--- config.mk ---
export PLATFORM = sky130hd
export DESIGN_NAME = lpsw_top
export DESIGN_NICKNAME = d
export VERILOG_FILES = /design/src/lpsw_sar.v /design/src/lpsw_timekeeper.v /design/src/lpsw_top.v
export VERILOG_INCLUDE_DIRS = /design/src /design/src/shared
export SDC_FILE = /design/constraint.sdc
export NUM_CORES = 1
export LEC_CHECK = 0
export BUFFER_PORTS_ARGS = -buffer_cell sky130_fd_sc_hd__buf_2
export CORE_MARGIN = 5
export CORE_UTILIZATION = 54
export DETAILED_ROUTE_END_ITERATION = 6
export PLACE_DENSITY = 0.87
export SKIP_LAST_GASP = 1
export SLEW_MARGIN = 20
export SYNTH_ARGS = -nofsm -noshare
export SYNTH_HDL_FRONTEND = slang
export SYNTH_HIERARCHICAL = 1
export SYNTH_SLANG_ARGS = --single-unit
--- constraint.sdc ---
create_clock -name pclk -period 2.4 [get_ports pclk]
set_clock_uncertainty 0.2 [all_clocks]
set_input_delay 0.24 -clock pclk [delete_from_list [all_inputs] [get_ports pclk]]
set_output_delay 0.24 -clock pclk [all_outputs]
set_load 0.05 [all_outputs]
--- src/shared/lpsw_consts.vh ---
// constants for the low-power sensor wake sampler
`ifndef LPSW_CONSTS_VH
`define LPSW_CONSTS_VH

// register byte offsets
`define LPSW_OFF_CMP_CTL0 8'h00
`define LPSW_OFF_CMP_CTL1 8'h04
`define LPSW_OFF_CMP_RES 8'h08
`define LPSW_OFF_ADC_MODE 8'h0C
`define LPSW_OFF_ADC_START 8'h10
`define LPSW_OFF_ADC_RESULT 8'h14
`define LPSW_OFF_TK_CTL 8'h18
`define LPSW_OFF_IRQ_CTL 8'h1C
`define LPSW_OFF_IRQ_FLAGS 8'h20
`define LPSW_OFF_TK_CLKSEL 8'h24
`define LPSW_OFF_PWR1 8'h28
`define LPSW_OFF_PWR2 8'h2C
`define LPSW_OFF_CKSTP1 8'h30
`define LPSW_OFF_CKSTP2 8'h34
`define LPSW_OFF_WAKE_CTL 8'h38
`define LPSW_OFF_SLEEP 8'h3C
`define LPSW_OFF_STATUS 8'h40
`define LPSW_OFF_TK_COUNT 8'h44

// comparator control fields
`define LPSW_CC_EN 0
`define LPSW_CC_HYS 1
`define LPSW_CC_REF_LSB 6
`define LPSW_HYST_WIDTH 11'h008

// converter mode fields: [1:0] time, [2] ext trigger, [5:3] channel
`define LPSW_AM_TIME_LSB 0
`define LPSW_AM_EXT 2
`define LPSW_AM_CH_LSB 3
`define LPSW_ADC_CH_LAST 3'h5
`define LPSW_ADC_BASE_CYC 8'h04

// power control fields
`define LPSW_P1_SOFTWARE_STANDBY_BIT 7
`define LPSW_P1_LOW_SPEED_SELECT 6
`define LPSW_P1_TIMER_MODE_BIT_THREE 5
`define LPSW_P1_STS_LSB 0
`define LPSW_P2_MEDIUM_SPEED_SELECT 1
`define LPSW_P2_DIRECT_TRANSFER_BIT 0

// module clock stop bits, 1 = running
`define LPSW_CK_TK 0
`define LPSW_CK_CMP 4
`define LPSW_CK_ADC 5
`define LPSW_CK_WATCH_MASK 8'h1F
`define LPSW_CKSTP_RESET 8'hFF

// wake control bits
`define LPSW_WK_EN 0
`define LPSW_WK_MASK 1

// timing
`define LPSW_CLK_PERIOD_NS 10
`define LPSW_WATCH_HZ 32768
`define LPSW_QUARTER_MS 250
`define LPSW_QUARTER_TICKS ((`LPSW_WATCH_HZ * `LPSW_QUARTER_MS) / 1000)
`define LPSW_SETTLE_BASE_NS 160
`define LPSW_SETTLE_BASE_CYC ((`LPSW_SETTLE_BASE_NS + `LPSW_CLK_PERIOD_NS - 1) / `LPSW_CLK_PERIOD_NS)

`endif

--- src/lpsw_sar.v ---
// successive approximation engine of the converter
`timescale 1ns/1ps
`default_nettype none
module lpsw_sar (
  input wire clk,
  input wire rst_n,
  input wire start,
  input wire stop,
  input wire [7:0] bit_cycles,
  input wire cmp_in,
  output reg [9:0] dac_code,
  output reg busy,
  output reg done,
  output reg [9:0] result
);
  reg [3:0] bit_idx;
  reg [7:0] cnt;
  wire [9:0] cur_bit;
  wire [9:0] kept;
  assign cur_bit = 10'h001 << bit_idx;
  // analog at or above the trial code keeps the bit
  assign kept = cmp_in ? dac_code : (dac_code & ~cur_bit);

  always @(posedge clk or negedge rst_n) begin
    if (!rst_n) begin
      dac_code <= 10'h000;
      busy <= 1'b0;
      done <= 1'b0;
      result <= 10'h000;
      bit_idx <= 4'h0;
      cnt <= 8'h00;
    end else begin
      done <= 1'b0;
      if (stop) begin
        busy <= 1'b0;
      end else if (start) begin
        busy <= 1'b1;
        bit_idx <= 4'h9;
        dac_code <= 10'h200;
        cnt <= bit_cycles;
      end else if (busy) begin
        if (cnt > 8'h01) begin
          cnt <= cnt - 8'h01;
        end else if (bit_idx == 4'h0) begin
          result <= kept;
          dac_code <= kept;
          busy <= 1'b0;
          done <= 1'b1;
        end else begin
          dac_code <= kept | (cur_bit >> 1);
          bit_idx <= bit_idx - 4'h1;
          cnt <= bit_cycles;
        end
      end
    end
  end
endmodule
`default_nettype wire

--- src/lpsw_timekeeper.v ---
// timekeeper: quarter-second prescaler, calendar counts, free counter
`timescale 1ns/1ps
`default_nettype none
`include "lpsw_consts.vh"
module lpsw_timekeeper #(
  parameter QUARTER_TICKS = `LPSW_QUARTER_TICKS
) (
  input wire clk,
  input wire rst_n,
  input wire enable,
  input wire clear,
  input wire use_watch,
  input wire watch_tick,
  input wire alt_tick,
  output reg [6:0] events,
  output reg overflow,
  output wire [19:0] count_view
);
  localparam [31:0] Q_LAST = QUARTER_TICKS - 1;
  reg [15:0] pre;
  reg [1:0] qcnt;
  reg [5:0] sec;
  reg [5:0] min;
  reg [4:0] hour;
  reg [2:0] day;
  reg [7:0] frc;
  assign count_view = use_watch ? {day, hour, min, sec} : {12'h000, frc};

  always @(posedge clk or negedge rst_n) begin
    if (!rst_n) begin
      pre <= 16'h0000;
      qcnt <= 2'h0;
      sec <= 6'h00;
      min <= 6'h00;
      hour <= 5'h00;
      day <= 3'h0;
      frc <= 8'h00;
      events <= 7'h00;
      overflow <= 1'b0;
    end else begin
      events <= 7'h00;
      overflow <= 1'b0;
      if (clear) begin
        pre <= 16'h0000;
        qcnt <= 2'h0;
        sec <= 6'h00;
        min <= 6'h00;
        hour <= 5'h00;
        day <= 3'h0;
        frc <= 8'h00;
      end else if (enable && use_watch && watch_tick) begin
        if (pre == Q_LAST[15:0]) begin
          pre <= 16'h0000;
          qcnt <= qcnt + 2'h1;
          events[0] <= 1'b1;
          events[1] <= qcnt[0];
          if (qcnt == 2'h3) begin
            events[2] <= 1'b1;
            if (sec == 6'h3B) begin
              sec <= 6'h00;
              events[3] <= 1'b1;
              if (min == 6'h3B) begin
                min <= 6'h00;
                events[4] <= 1'b1;
                if (hour == 5'h17) begin
                  hour <= 5'h00;
                  events[5] <= 1'b1;
                  day <= (day == 3'h6) ? 3'h0 : day + 3'h1;
                  events[6] <= (day == 3'h6);
                end else begin
                  hour <= hour + 5'h01;
                end
              end else begin
                min <= min + 6'h01;
              end
            end else begin
              sec <= sec + 6'h01;
            end
          end
        end else begin
          pre <= pre + 16'h0001;
        end
      end else if (enable && !use_watch && alt_tick) begin
        // timekeeping off: plain 8-bit counter
        frc <= frc + 8'h01;
        overflow <= (frc == 8'hFF);
      end
    end
  end
endmodule
`default_nettype wire

--- src/lpsw_top.v ---
// top of the low-power sensor wake sampler with its apb register file
`timescale 1ns/1ps
`default_nettype none
`include "lpsw_consts.vh"
// What this block does
// - after setup, software enters watch state
// - quarter-second timekeeper event wakes to sub-active
// - wake handling compares comparator input 0
// - convert only above reference, else back
// - after conversion, return to watch state
// - per-comparator control, readable result register
// - hysteresis select chooses result switching style
// - successive approximation, 10 bits, six channels
// - 16-bit read-only result, top ten bits
// - result held until next conversion completes
// - mode register: time, trigger, channel
// - start register starts and stops conversion
// - timekeeper counts to a week, periodic events
// - first control starts, stops, resets timer
// - per-interval enables set matching flags
// - free-running mode enables overflow interrupt
// - non-watch clock source gives 8-bit counter
// - two clock-stop registers gate each module
// - watch keeps only low-power modules running
// - interrupt exits watch; speed bits pick target
// - mask or disabled wake keeps watch state
// - sleep needs standby, low-speed, two bits clear
module lpsw_top #(
  parameter QUARTER_TICKS = `LPSW_QUARTER_TICKS
) (
  input wire pclk,
  input wire presetn,
  input wire psel,
  input wire penable,
  input wire pwrite,
  input wire [7:0] paddr,
  input wire [31:0] pwdata,
  output reg [31:0] prdata,
  output reg pready,
  output reg pslverr,
  input wire [9:0] comparator_input_0,
  input wire [9:0] comparator_input_1,
  input wire watch_tick,
  input wire alt_tick,
  input wire adc_compare,
  input wire adc_ext_trigger,
  output reg [2:0] adc_channel,
  output wire [9:0] adc_dac_code,
  output reg cpu_halted,
  output reg main_osc_run,
  output reg medium_speed,
  output reg [7:0] module_clock_enable_first,
  output reg [7:0] module_clock_enable_second
);
  localparam [4:0] ST_ACTIVE = 5'h01;
  localparam [4:0] ST_WATCH = 5'h02;
  localparam [4:0] ST_SETTLE = 5'h04;
  localparam [4:0] ST_SAMPLE = 5'h08;
  localparam [4:0] ST_CONVERT = 5'h10;
  localparam [31:0] SETTLE_BASE = `LPSW_SETTLE_BASE_CYC;

  function is_mapped;
    input [7:0] a;
    begin
      is_mapped = (a[1:0] == 2'h0) && (a <= `LPSW_OFF_TK_COUNT);
    end
  endfunction

  // new comparator level; hysteresis moves the threshold away from the
  // present level so a slow input does not chatter
  function cmp_next;
    input [9:0] vin;
    input [15:0] ctl;
    input prev;
    reg [10:0] v;
    reg [10:0] r;
    begin
      v = {1'b0, vin};
      r = {1'b0, ctl[15:`LPSW_CC_REF_LSB]};
      if (!ctl[`LPSW_CC_HYS])
        cmp_next = v > r;
      else if (prev)
        cmp_next = (v + `LPSW_HYST_WIDTH) > r;
      else
        cmp_next = v > (r + `LPSW_HYST_WIDTH);
    end
  endfunction

  function [11:0] settle_cycles;
    input [2:0] sts;
    begin
      settle_cycles = SETTLE_BASE[11:0] << sts;
    end
  endfunction

  ////////////////////////////////////////////////////////////////////////
  reg [15:0] cmp_ctl0;
  reg [15:0] cmp_ctl1;
  reg [1:0] cmp_res;
  reg [5:0] adc_mode;
  reg [1:0] tk_ctl;
  reg [7:0] irq_ctl;
  reg [7:0] irq_flags;
  reg tk_use_watch;
  reg [7:0] pwr1;
  reg [1:0] pwr2;
  reg [7:0] ckstp1;
  reg [7:0] ckstp2;
  reg [1:0] wake_ctl;
  reg [4:0] state;
  reg [4:0] next_state;
  reg [11:0] settle_cnt;
  reg cmp_sample;
  reg tk_clear;
  reg [31:0] next_rdata;

  wire wr_fire;
  wire rd_setup;
  wire sleep_cmd;
  wire sw_start;
  wire sw_stop;
  wire seq_start;
  wire ext_start;
  wire adc_clk_on;
  wire sar_busy;
  wire sar_done;
  wire [9:0] sar_result;
  wire [6:0] tk_events;
  wire tk_ovf;
  wire [19:0] tk_view;
  wire [7:0] flag_set;
  wire wake_ok;
  wire sleep_ok;
  wire [7:0] bit_cycles;

  assign wr_fire = psel & penable & pready & pwrite;
  assign rd_setup = psel & penable & ~pready;
  assign sleep_cmd = wr_fire && (paddr == `LPSW_OFF_SLEEP);
  assign adc_clk_on = ckstp1[`LPSW_CK_ADC];
  assign sw_start = wr_fire && (paddr == `LPSW_OFF_ADC_START) &&
                    pwdata[0] && adc_clk_on;
  assign sw_stop = wr_fire && (paddr == `LPSW_OFF_ADC_START) &&
                   !pwdata[0];
  assign ext_start = adc_mode[`LPSW_AM_EXT] && adc_ext_trigger &&
                     adc_clk_on && !sar_busy;
  assign seq_start = (state == ST_SAMPLE) && cmp_sample && adc_clk_on;
  assign bit_cycles = `LPSW_ADC_BASE_CYC <<
                      adc_mode[`LPSW_AM_TIME_LSB +: 2];
  assign flag_set = {tk_ovf & irq_ctl[7],
                     tk_events & irq_ctl[6:0]};
  assign wake_ok = (|flag_set) && wake_ctl[`LPSW_WK_EN] &&
                   !wake_ctl[`LPSW_WK_MASK];
  assign sleep_ok = pwr1[`LPSW_P1_SOFTWARE_STANDBY_BIT] && pwr1[`LPSW_P1_LOW_SPEED_SELECT] &&
                    !pwr1[`LPSW_P1_TIMER_MODE_BIT_THREE] &&
                    !pwr2[`LPSW_P2_DIRECT_TRANSFER_BIT];

  ////////////////////////////////////////////////////////////////////////
  lpsw_sar u_sar (
    .clk(pclk),
    .rst_n(presetn),
    .start(sw_start | seq_start | ext_start),
    .stop(sw_stop),
    .bit_cycles(bit_cycles),
    .cmp_in(adc_compare),
    .dac_code(adc_dac_code),
    .busy(sar_busy),
    .done(sar_done),
    .result(sar_result)
  );

  lpsw_timekeeper #(
    .QUARTER_TICKS(QUARTER_TICKS)
  ) u_tk (
    .clk(pclk),
    .rst_n(presetn),
    .enable(tk_ctl[0] & ckstp1[`LPSW_CK_TK]),
    .clear(tk_clear),
    .use_watch(tk_use_watch),
    .watch_tick(watch_tick),
    .alt_tick(alt_tick),
    .events(tk_events),
    .overflow(tk_ovf),
    .count_view(tk_view)
  );

  ////////////////////////////////////////////////////////////////////////
  // power sequencer
  always @* begin
    next_state = state;
    case (state)
      ST_ACTIVE: begin
        if (sleep_cmd && sleep_ok)
          next_state = ST_WATCH;
      end
      ST_WATCH: begin
        if (wake_ok) begin
          if (pwr1[`LPSW_P1_LOW_SPEED_SELECT])
            next_state = ST_SAMPLE;
          else
            next_state = ST_SETTLE;
        end
      end
      ST_SETTLE: begin
        if (settle_cnt <= 12'h001)
          next_state = ST_ACTIVE;
      end
      ST_SAMPLE: begin
        if (seq_start)
          next_state = ST_CONVERT;
        else
          next_state = ST_WATCH;
      end
      ST_CONVERT: begin
        if (!sar_busy)
          next_state = ST_WATCH;
      end
      default: next_state = ST_ACTIVE;
    endcase
  end

  always @(posedge pclk or negedge presetn) begin
    if (!presetn) begin
      state <= ST_ACTIVE;
      settle_cnt <= 12'h000;
      cmp_sample <= 1'b0;
      cpu_halted <= 1'b0;
      main_osc_run <= 1'b1;
      medium_speed <= 1'b0;
      module_clock_enable_first <= `LPSW_CKSTP_RESET;
      module_clock_enable_second <= `LPSW_CKSTP_RESET;
    end else begin
      state <= next_state;
      if (state == ST_WATCH && wake_ok) begin
        settle_cnt <= settle_cycles(pwr1[`LPSW_P1_STS_LSB +: 3]);
        medium_speed <= pwr2[`LPSW_P2_MEDIUM_SPEED_SELECT];
      end else if (settle_cnt != 12'h000) begin
        settle_cnt <= settle_cnt - 12'h001;
      end
      // one sample per wake, taken as the wake is accepted
      if (state == ST_WATCH && next_state == ST_SAMPLE)
        cmp_sample <= cmp_res[0];
      cpu_halted <= (next_state == ST_WATCH);
      main_osc_run <= (next_state == ST_ACTIVE) ||
                      (next_state == ST_SETTLE);
      if (next_state == ST_WATCH) begin
        module_clock_enable_first <= ckstp1 & `LPSW_CK_WATCH_MASK;
        module_clock_enable_second <= 8'h00;
      end else begin
        module_clock_enable_first <= ckstp1;
        module_clock_enable_second <= ckstp2;
      end
    end
  end

  ////////////////////////////////////////////////////////////////////////
  // comparators track their inputs while enabled and clocked
  always @(posedge pclk or negedge presetn) begin
    if (!presetn) begin
      cmp_res <= 2'h0;
    end else if (ckstp1[`LPSW_CK_CMP]) begin
      if (cmp_ctl0[`LPSW_CC_EN])
        cmp_res[0] <= cmp_next(comparator_input_0, cmp_ctl0,
                               cmp_res[0]);
      if (cmp_ctl1[`LPSW_CC_EN])
        cmp_res[1] <= cmp_next(comparator_input_1, cmp_ctl1, cmp_res[1]);
    end
  end

  ////////////////////////////////////////////////////////////////////////
  // register writes
  always @(posedge pclk or negedge presetn) begin
    if (!presetn) begin
      cmp_ctl0 <= 16'h0000;
      cmp_ctl1 <= 16'h0000;
      adc_mode <= 6'h00;
      adc_channel <= 3'h0;
      tk_ctl <= 2'h0;
      tk_clear <= 1'b0;
      irq_ctl <= 8'h00;
      irq_flags <= 8'h00;
      tk_use_watch <= 1'b1;
      pwr1 <= 8'h00;
      pwr2 <= 2'h0;
      ckstp1 <= `LPSW_CKSTP_RESET;
      ckstp2 <= `LPSW_CKSTP_RESET;
      wake_ctl <= 2'h0;
    end else begin
      tk_clear <= 1'b0;
      // a flag raised in the cycle of its clear survives
      if (wr_fire && paddr == `LPSW_OFF_IRQ_FLAGS)
        irq_flags <= (irq_flags & ~pwdata[7:0]) | flag_set;
      else
        irq_flags <= irq_flags | flag_set;
      if (wr_fire) begin
        if (paddr == `LPSW_OFF_CMP_CTL0) begin
          cmp_ctl0 <= pwdata[15:0];
        end else if (paddr == `LPSW_OFF_CMP_CTL1) begin
          cmp_ctl1 <= pwdata[15:0];
        end else if (paddr == `LPSW_OFF_ADC_MODE) begin
          adc_mode <= pwdata[5:0];
          // channels past the last one fold back to the last
          if (pwdata[`LPSW_AM_CH_LSB +: 3] > `LPSW_ADC_CH_LAST)
            adc_channel <= `LPSW_ADC_CH_LAST;
          else
            adc_channel <= pwdata[`LPSW_AM_CH_LSB +: 3];
        end else if (paddr == `LPSW_OFF_TK_CTL) begin
          tk_ctl[0] <= pwdata[0];
          tk_clear <= pwdata[1];
        end else if (paddr == `LPSW_OFF_IRQ_CTL) begin
          irq_ctl <= pwdata[7:0];
        end else if (paddr == `LPSW_OFF_TK_CLKSEL) begin
          tk_use_watch <= pwdata[0];
        end else if (paddr == `LPSW_OFF_PWR1) begin
          pwr1 <= pwdata[7:0];
        end else if (paddr == `LPSW_OFF_PWR2) begin
          pwr2 <= pwdata[1:0];
        end else if (paddr == `LPSW_OFF_CKSTP1) begin
          ckstp1 <= pwdata[7:0];
        end else if (paddr == `LPSW_OFF_CKSTP2) begin
          ckstp2 <= pwdata[7:0];
        end else if (paddr == `LPSW_OFF_WAKE_CTL) begin
          wake_ctl <= pwdata[1:0];
        end
      end
    end
  end

  ////////////////////////////////////////////////////////////////////////
  // read mux; converter result and comparator result registers ignore writes
  always @* begin
    next_rdata = 32'h00000000;
    if (paddr == `LPSW_OFF_CMP_CTL0)
      next_rdata = {16'h0000, cmp_ctl0};
    else if (paddr == `LPSW_OFF_CMP_CTL1)
      next_rdata = {16'h0000, cmp_ctl1};
    else if (paddr == `LPSW_OFF_CMP_RES)
      next_rdata = {30'h00000000, cmp_res};
    else if (paddr == `LPSW_OFF_ADC_MODE)
      next_rdata = {26'h0000000, adc_mode[5:3] > `LPSW_ADC_CH_LAST ?
                    `LPSW_ADC_CH_LAST : adc_mode[5:3], adc_mode[2:0]};
    else if (paddr == `LPSW_OFF_ADC_START)
      next_rdata = {31'h00000000, sar_busy};
    else if (paddr == `LPSW_OFF_ADC_RESULT)
      next_rdata = {16'h0000, sar_result, 6'h00};
    else if (paddr == `LPSW_OFF_TK_CTL)
      next_rdata = {31'h00000000, tk_ctl[0]};
    else if (paddr == `LPSW_OFF_IRQ_CTL)
      next_rdata = {24'h000000, irq_ctl};
    else if (paddr == `LPSW_OFF_IRQ_FLAGS)
      next_rdata = {24'h000000, irq_flags};
    else if (paddr == `LPSW_OFF_TK_CLKSEL)
      next_rdata = {31'h00000000, tk_use_watch};
    else if (paddr == `LPSW_OFF_PWR1)
      next_rdata = {24'h000000, pwr1};
    else if (paddr == `LPSW_OFF_PWR2)
      next_rdata = {30'h00000000, pwr2};
    else if (paddr == `LPSW_OFF_CKSTP1)
      next_rdata = {24'h000000, ckstp1};
    else if (paddr == `LPSW_OFF_CKSTP2)
      next_rdata = {24'h000000, ckstp2};
    else if (paddr == `LPSW_OFF_WAKE_CTL)
      next_rdata = {30'h00000000, wake_ctl};
    else if (paddr == `LPSW_OFF_STATUS)
      next_rdata = {24'h000000, sar_done, cmp_sample, medium_speed, state};
    else if (paddr == `LPSW_OFF_TK_COUNT)
      next_rdata = {12'h000, tk_view};
  end

  ////////////////////////////////////////////////////////////////////////
  // apb slave: one wait state, read data captured with pready
  always @(posedge pclk or negedge presetn) begin
    if (!presetn) begin
      prdata <= 32'h00000000;
      pready <= 1'b0;
      pslverr <= 1'b0;
    end else begin
      pready <= rd_setup;
      pslverr <= rd_setup && !is_mapped(paddr);
      if (rd_setup && !pwrite)
        prdata <= next_rdata;
    end
  end
endmodule
`default_nettype wire

==> flow_summary.ini <==
[outcome]
status = finished with violations
violations = negative setup slack

[route]
vias_per_cell = 6.16
wirelength_mm = 40.7
firstDrtPassIters = 5
routedWlPerCell_um = 20.0
drcViolationCount = 0
drt_iter0_markers = 1243
ant_nets = 0
dr_total_vias = 12500

[placement]
pre_cts_slack_ns = -0.245
portBuffers = 106
gp_congestion = 1.00
place.detailed.hpwl_mm = 29.8

[layout]
drive_above_1_share_pct = 28.9
finish.net_count = 1823
layout_commonest_cell = dfrtp_1
nFillCells = 1838
n_antenna_cell = 0
syn2layout_area_growth_pct = 24.0
fin_util_pct = 67.7
final_cell_mix = dfrtp_1 (201), nand2_1 (158), buf_4 (148)

[floorplanning]
die_height_um = 169
die_w_um = 169
die-area_mm2 = 0.0286
row_count = 58
core_mm2 = 0.0250
start_util_pct = 54.6
io_pins = 135

[yosys]
syn_area_mm2 = 0.0137
synthArstFlopShare_pct = 100
synth_warnings = 6
synthCells = 1424
seq_area_frac_synth_pct = 43.7
ys_ff_latch = 237
synth_area_per_cell_um2 = 9.61
synth_ff_type = dfrtp_1
synth-edff-count = 0
synth_cell_type_count = 90

[cts]
clock_path_buffers = 3
cts_buffers = 25
path_clk_slew_ns = 0.06
cts_tree = done
htree_num_levels = 1
cts.sinks = 237
cts-root-buf = clkbuf_16
clock_latency_ns = 0.53

[min_path]
min_path_type = input port to flop
hold_path_depth = 4

[timing]
finalCritPeriodShare_pct = 101
rsz0062_at_grt = true
maxSlewHeadroom_pct = 51.7
fin_crit_ns = 2.43
timing.final.ws_setup_ns = -0.0330
finalSetupViolCount = 1
fin_hold_ws_ns = 0.0246
hold_violations = 0
drv_slew = 0
fmax_mhz = 411
max_slew.worst_pin.slew_ns = 0.724

[setup_path]
cp.depth = 6
cp_max_fo = 5
crit_start = ckstp1[0]$_DFFE_PN1P_
cp_slowest_cell = dfstp_2
r2r_setup_slack_ns = -0.03
r2r-start = ckstp1[0]$_DFFE_PN1P_
worstPathRequired_ns = 2.64
cp.arrival_ns = 2.68
critical_path.endpoint_type = flop
cp_num_buf_inv = 0
slowest_delay_ns = 0.56
cp-start-kind = flop
cp_cell_sequence = and2_4 > nand3_4 > nor4_4 > nand4_2 > or4b_1 > a21oi_2
cp-endpoint = u_tk/hour[4]$_DFFE_PN0P_
cp_top_family = simple AND/OR/NAND/NOR gates
rr_endpoint = u_tk/hour[4]$_DFFE_PN0P_
worstSetupPathType = flop to flop
worstRegToRegCells = 6

[flow_run]
max_cap_violations = 0

[global_route]
grt_pass1_wl_mm = 64.5
overflow = 0
grtUsageTotal_pct = 27.5
grt_max_degree = 81
antenna_found_initial = 0
grt_pass1_vias = 12300

[power_and_ir_drop]
leakagePower_nw = 8.03
power_density_mw_per_mm2 = 504
peakVddDrop_v = 0.000592
-- layer usage --
metal / share of wire, % / vias to the layer above / global-route usage (%)
met5: 0 / - / 0
li1: - / 5669 / -
met3: 8.1 / 117 / 4.47
met2: 48 / 668 / 45.9
met4: 4.1 / 0 / 9.59
met1: 40 / 6062 / 36.7
-- logic make-up after synthesis --
| kind of cell | share of synthesized area (%) |
|---|---|
| xor gates and xnor gates | 2.75 |
| and+or+nand+nor | 21.0 |
| DFF | 43.7 |
| muxes | 6.79 |
| buffers and inverters | 4.12 |
| adders and majority gates | 6.13 |
| AOI/OAI and AO/OA | 15.5 |
| other | 0.0274 |
-- final cells by class --
type	instances	area, µm²	area share (%)
multi-input combinational	1081	7450	43.9
sequential	237	5980	35.2
timing repair buffer	290	2110	12.4
clock buffer	35	768	4.53
tap	330	413	2.43
inverter	52	198	1.17
clock inverter	7	48.8	0.288
-- through the flow --
step	TNS, ns	total power [W]	instances	cell area [µm²]
after detailed placement	-3.65	0.00472	1949	15500
after floorplan	-0.0525	0.00442	1440	13800
after global routing	-0.446	0.00882	2032	17000
after global placement	-2.26	0.00470	1949	15500
final	-0.0330	0.00855	2032	17000
after CTS	-0.00210	0.00857	2015	16700
-- worst min-delay path by stage --
stage | start | endpoint | slack (ns)
after floorplan | presetn | adc_channel[0]$_DFFE_PN0P_ | -0.26
after global routing | paddr[1] | prdata[0]$_DFFE_PN0P_ | 0.02
after detailed placement | presetn | settle_cnt[9]$_DFFE_PN0P_ | 0.08
after CTS | paddr[1] | prdata[0]$_DFFE_PN0P_ | 0.003
after global placement | presetn | settle_cnt[9]$_DFFE_PN0P_ | 0.08
final | paddr[0] | prdata[0]$_DFFE_PN0P_ | 0.02
-- where the power goes --
| part | leakage (nW) | switching [W] | internal [W] | total [W] |
|---|---|---|---|---|
| registers | 3.03 | 0.0000179 | 0.00402 | 0.00404 |
| logic | 4.60 | 0.000438 | 0.000230 | 0.000669 |
| clock network | 0.402 | 0.00160 | 0.00224 | 0.00384 |
| total | 8.03 | 0.00206 | 0.00649 | 0.00855 |
-- cell usage after synthesis, drive strengths merged (7+ instances only) --
cell type / number / share of area (%)
nor2: 92 / 2.7
clkbuf: 36 / 0.99
or4: 9 / 0.58
nor2b: 24 / 1.1
nand4: 22 / 1.2
nor3: 37 / 1.5
xor2: 19 / 1.2
mux2: 68 / 5.6
o22ai: 8 / 0.37
dfrtp: 202 / 37
and2: 32 / 1.5
or3b: 7 / 0.45
or3: 20 / 0.91
nand2b: 14 / 0.64
buf: 33 / 1.6
nand3: 50 / 1.9
a21oi: 87 / 3.2
or2: 7 / 0.32
o21a: 7 / 0.38
a22oi: 13 / 0.71
dfstp: 35 / 6.7
a22o: 19 / 1.2
inv: 52 / 1.4
a31oi: 14 / 0.64
nor4: 20 / 1.3
mux2i: 16 / 1.2
nor3b: 9 / 0.53
and3: 15 / 0.73
o21ai: 104 / 3.8
a21o: 8 / 0.44
a221oi: 13 / 0.83
xnor2: 24 / 1.5
ha: 67 / 6.1
nand2: 160 / 4.4
-- worst min-delay path, delay by kind of cell --
kind | cells | cell delay (ns)
compound gates | 1 | 0.08
buf+inv | 2 | 0.26
simple gates | 1 | 0.13
-- flip-flops by register name, indices dropped and copies added (netlist names), 10 cells and up --
| signal | count |
|---|---|
| cmp_ctl1 | 16 |
| settle_cnt | 12 |
| u_sar/result | 10 |
| u_tk/pre | 16 |
| cmp_ctl0 | 16 |
| u_sar/dac_code | 10 |
| prdata | 20 |
-- repair_timing --
action                                  4_1_cts  5_1_grt
hold buffers                                 22        0
pin swaps                                    10       22
resized for setup                            12       35
setup buffers                                 2       16
endpoints found under the setup margin       19       45
gates cloned                                  0        1
hold endpoints to repair                    191        0
Power figures use the tool's default switching activity.
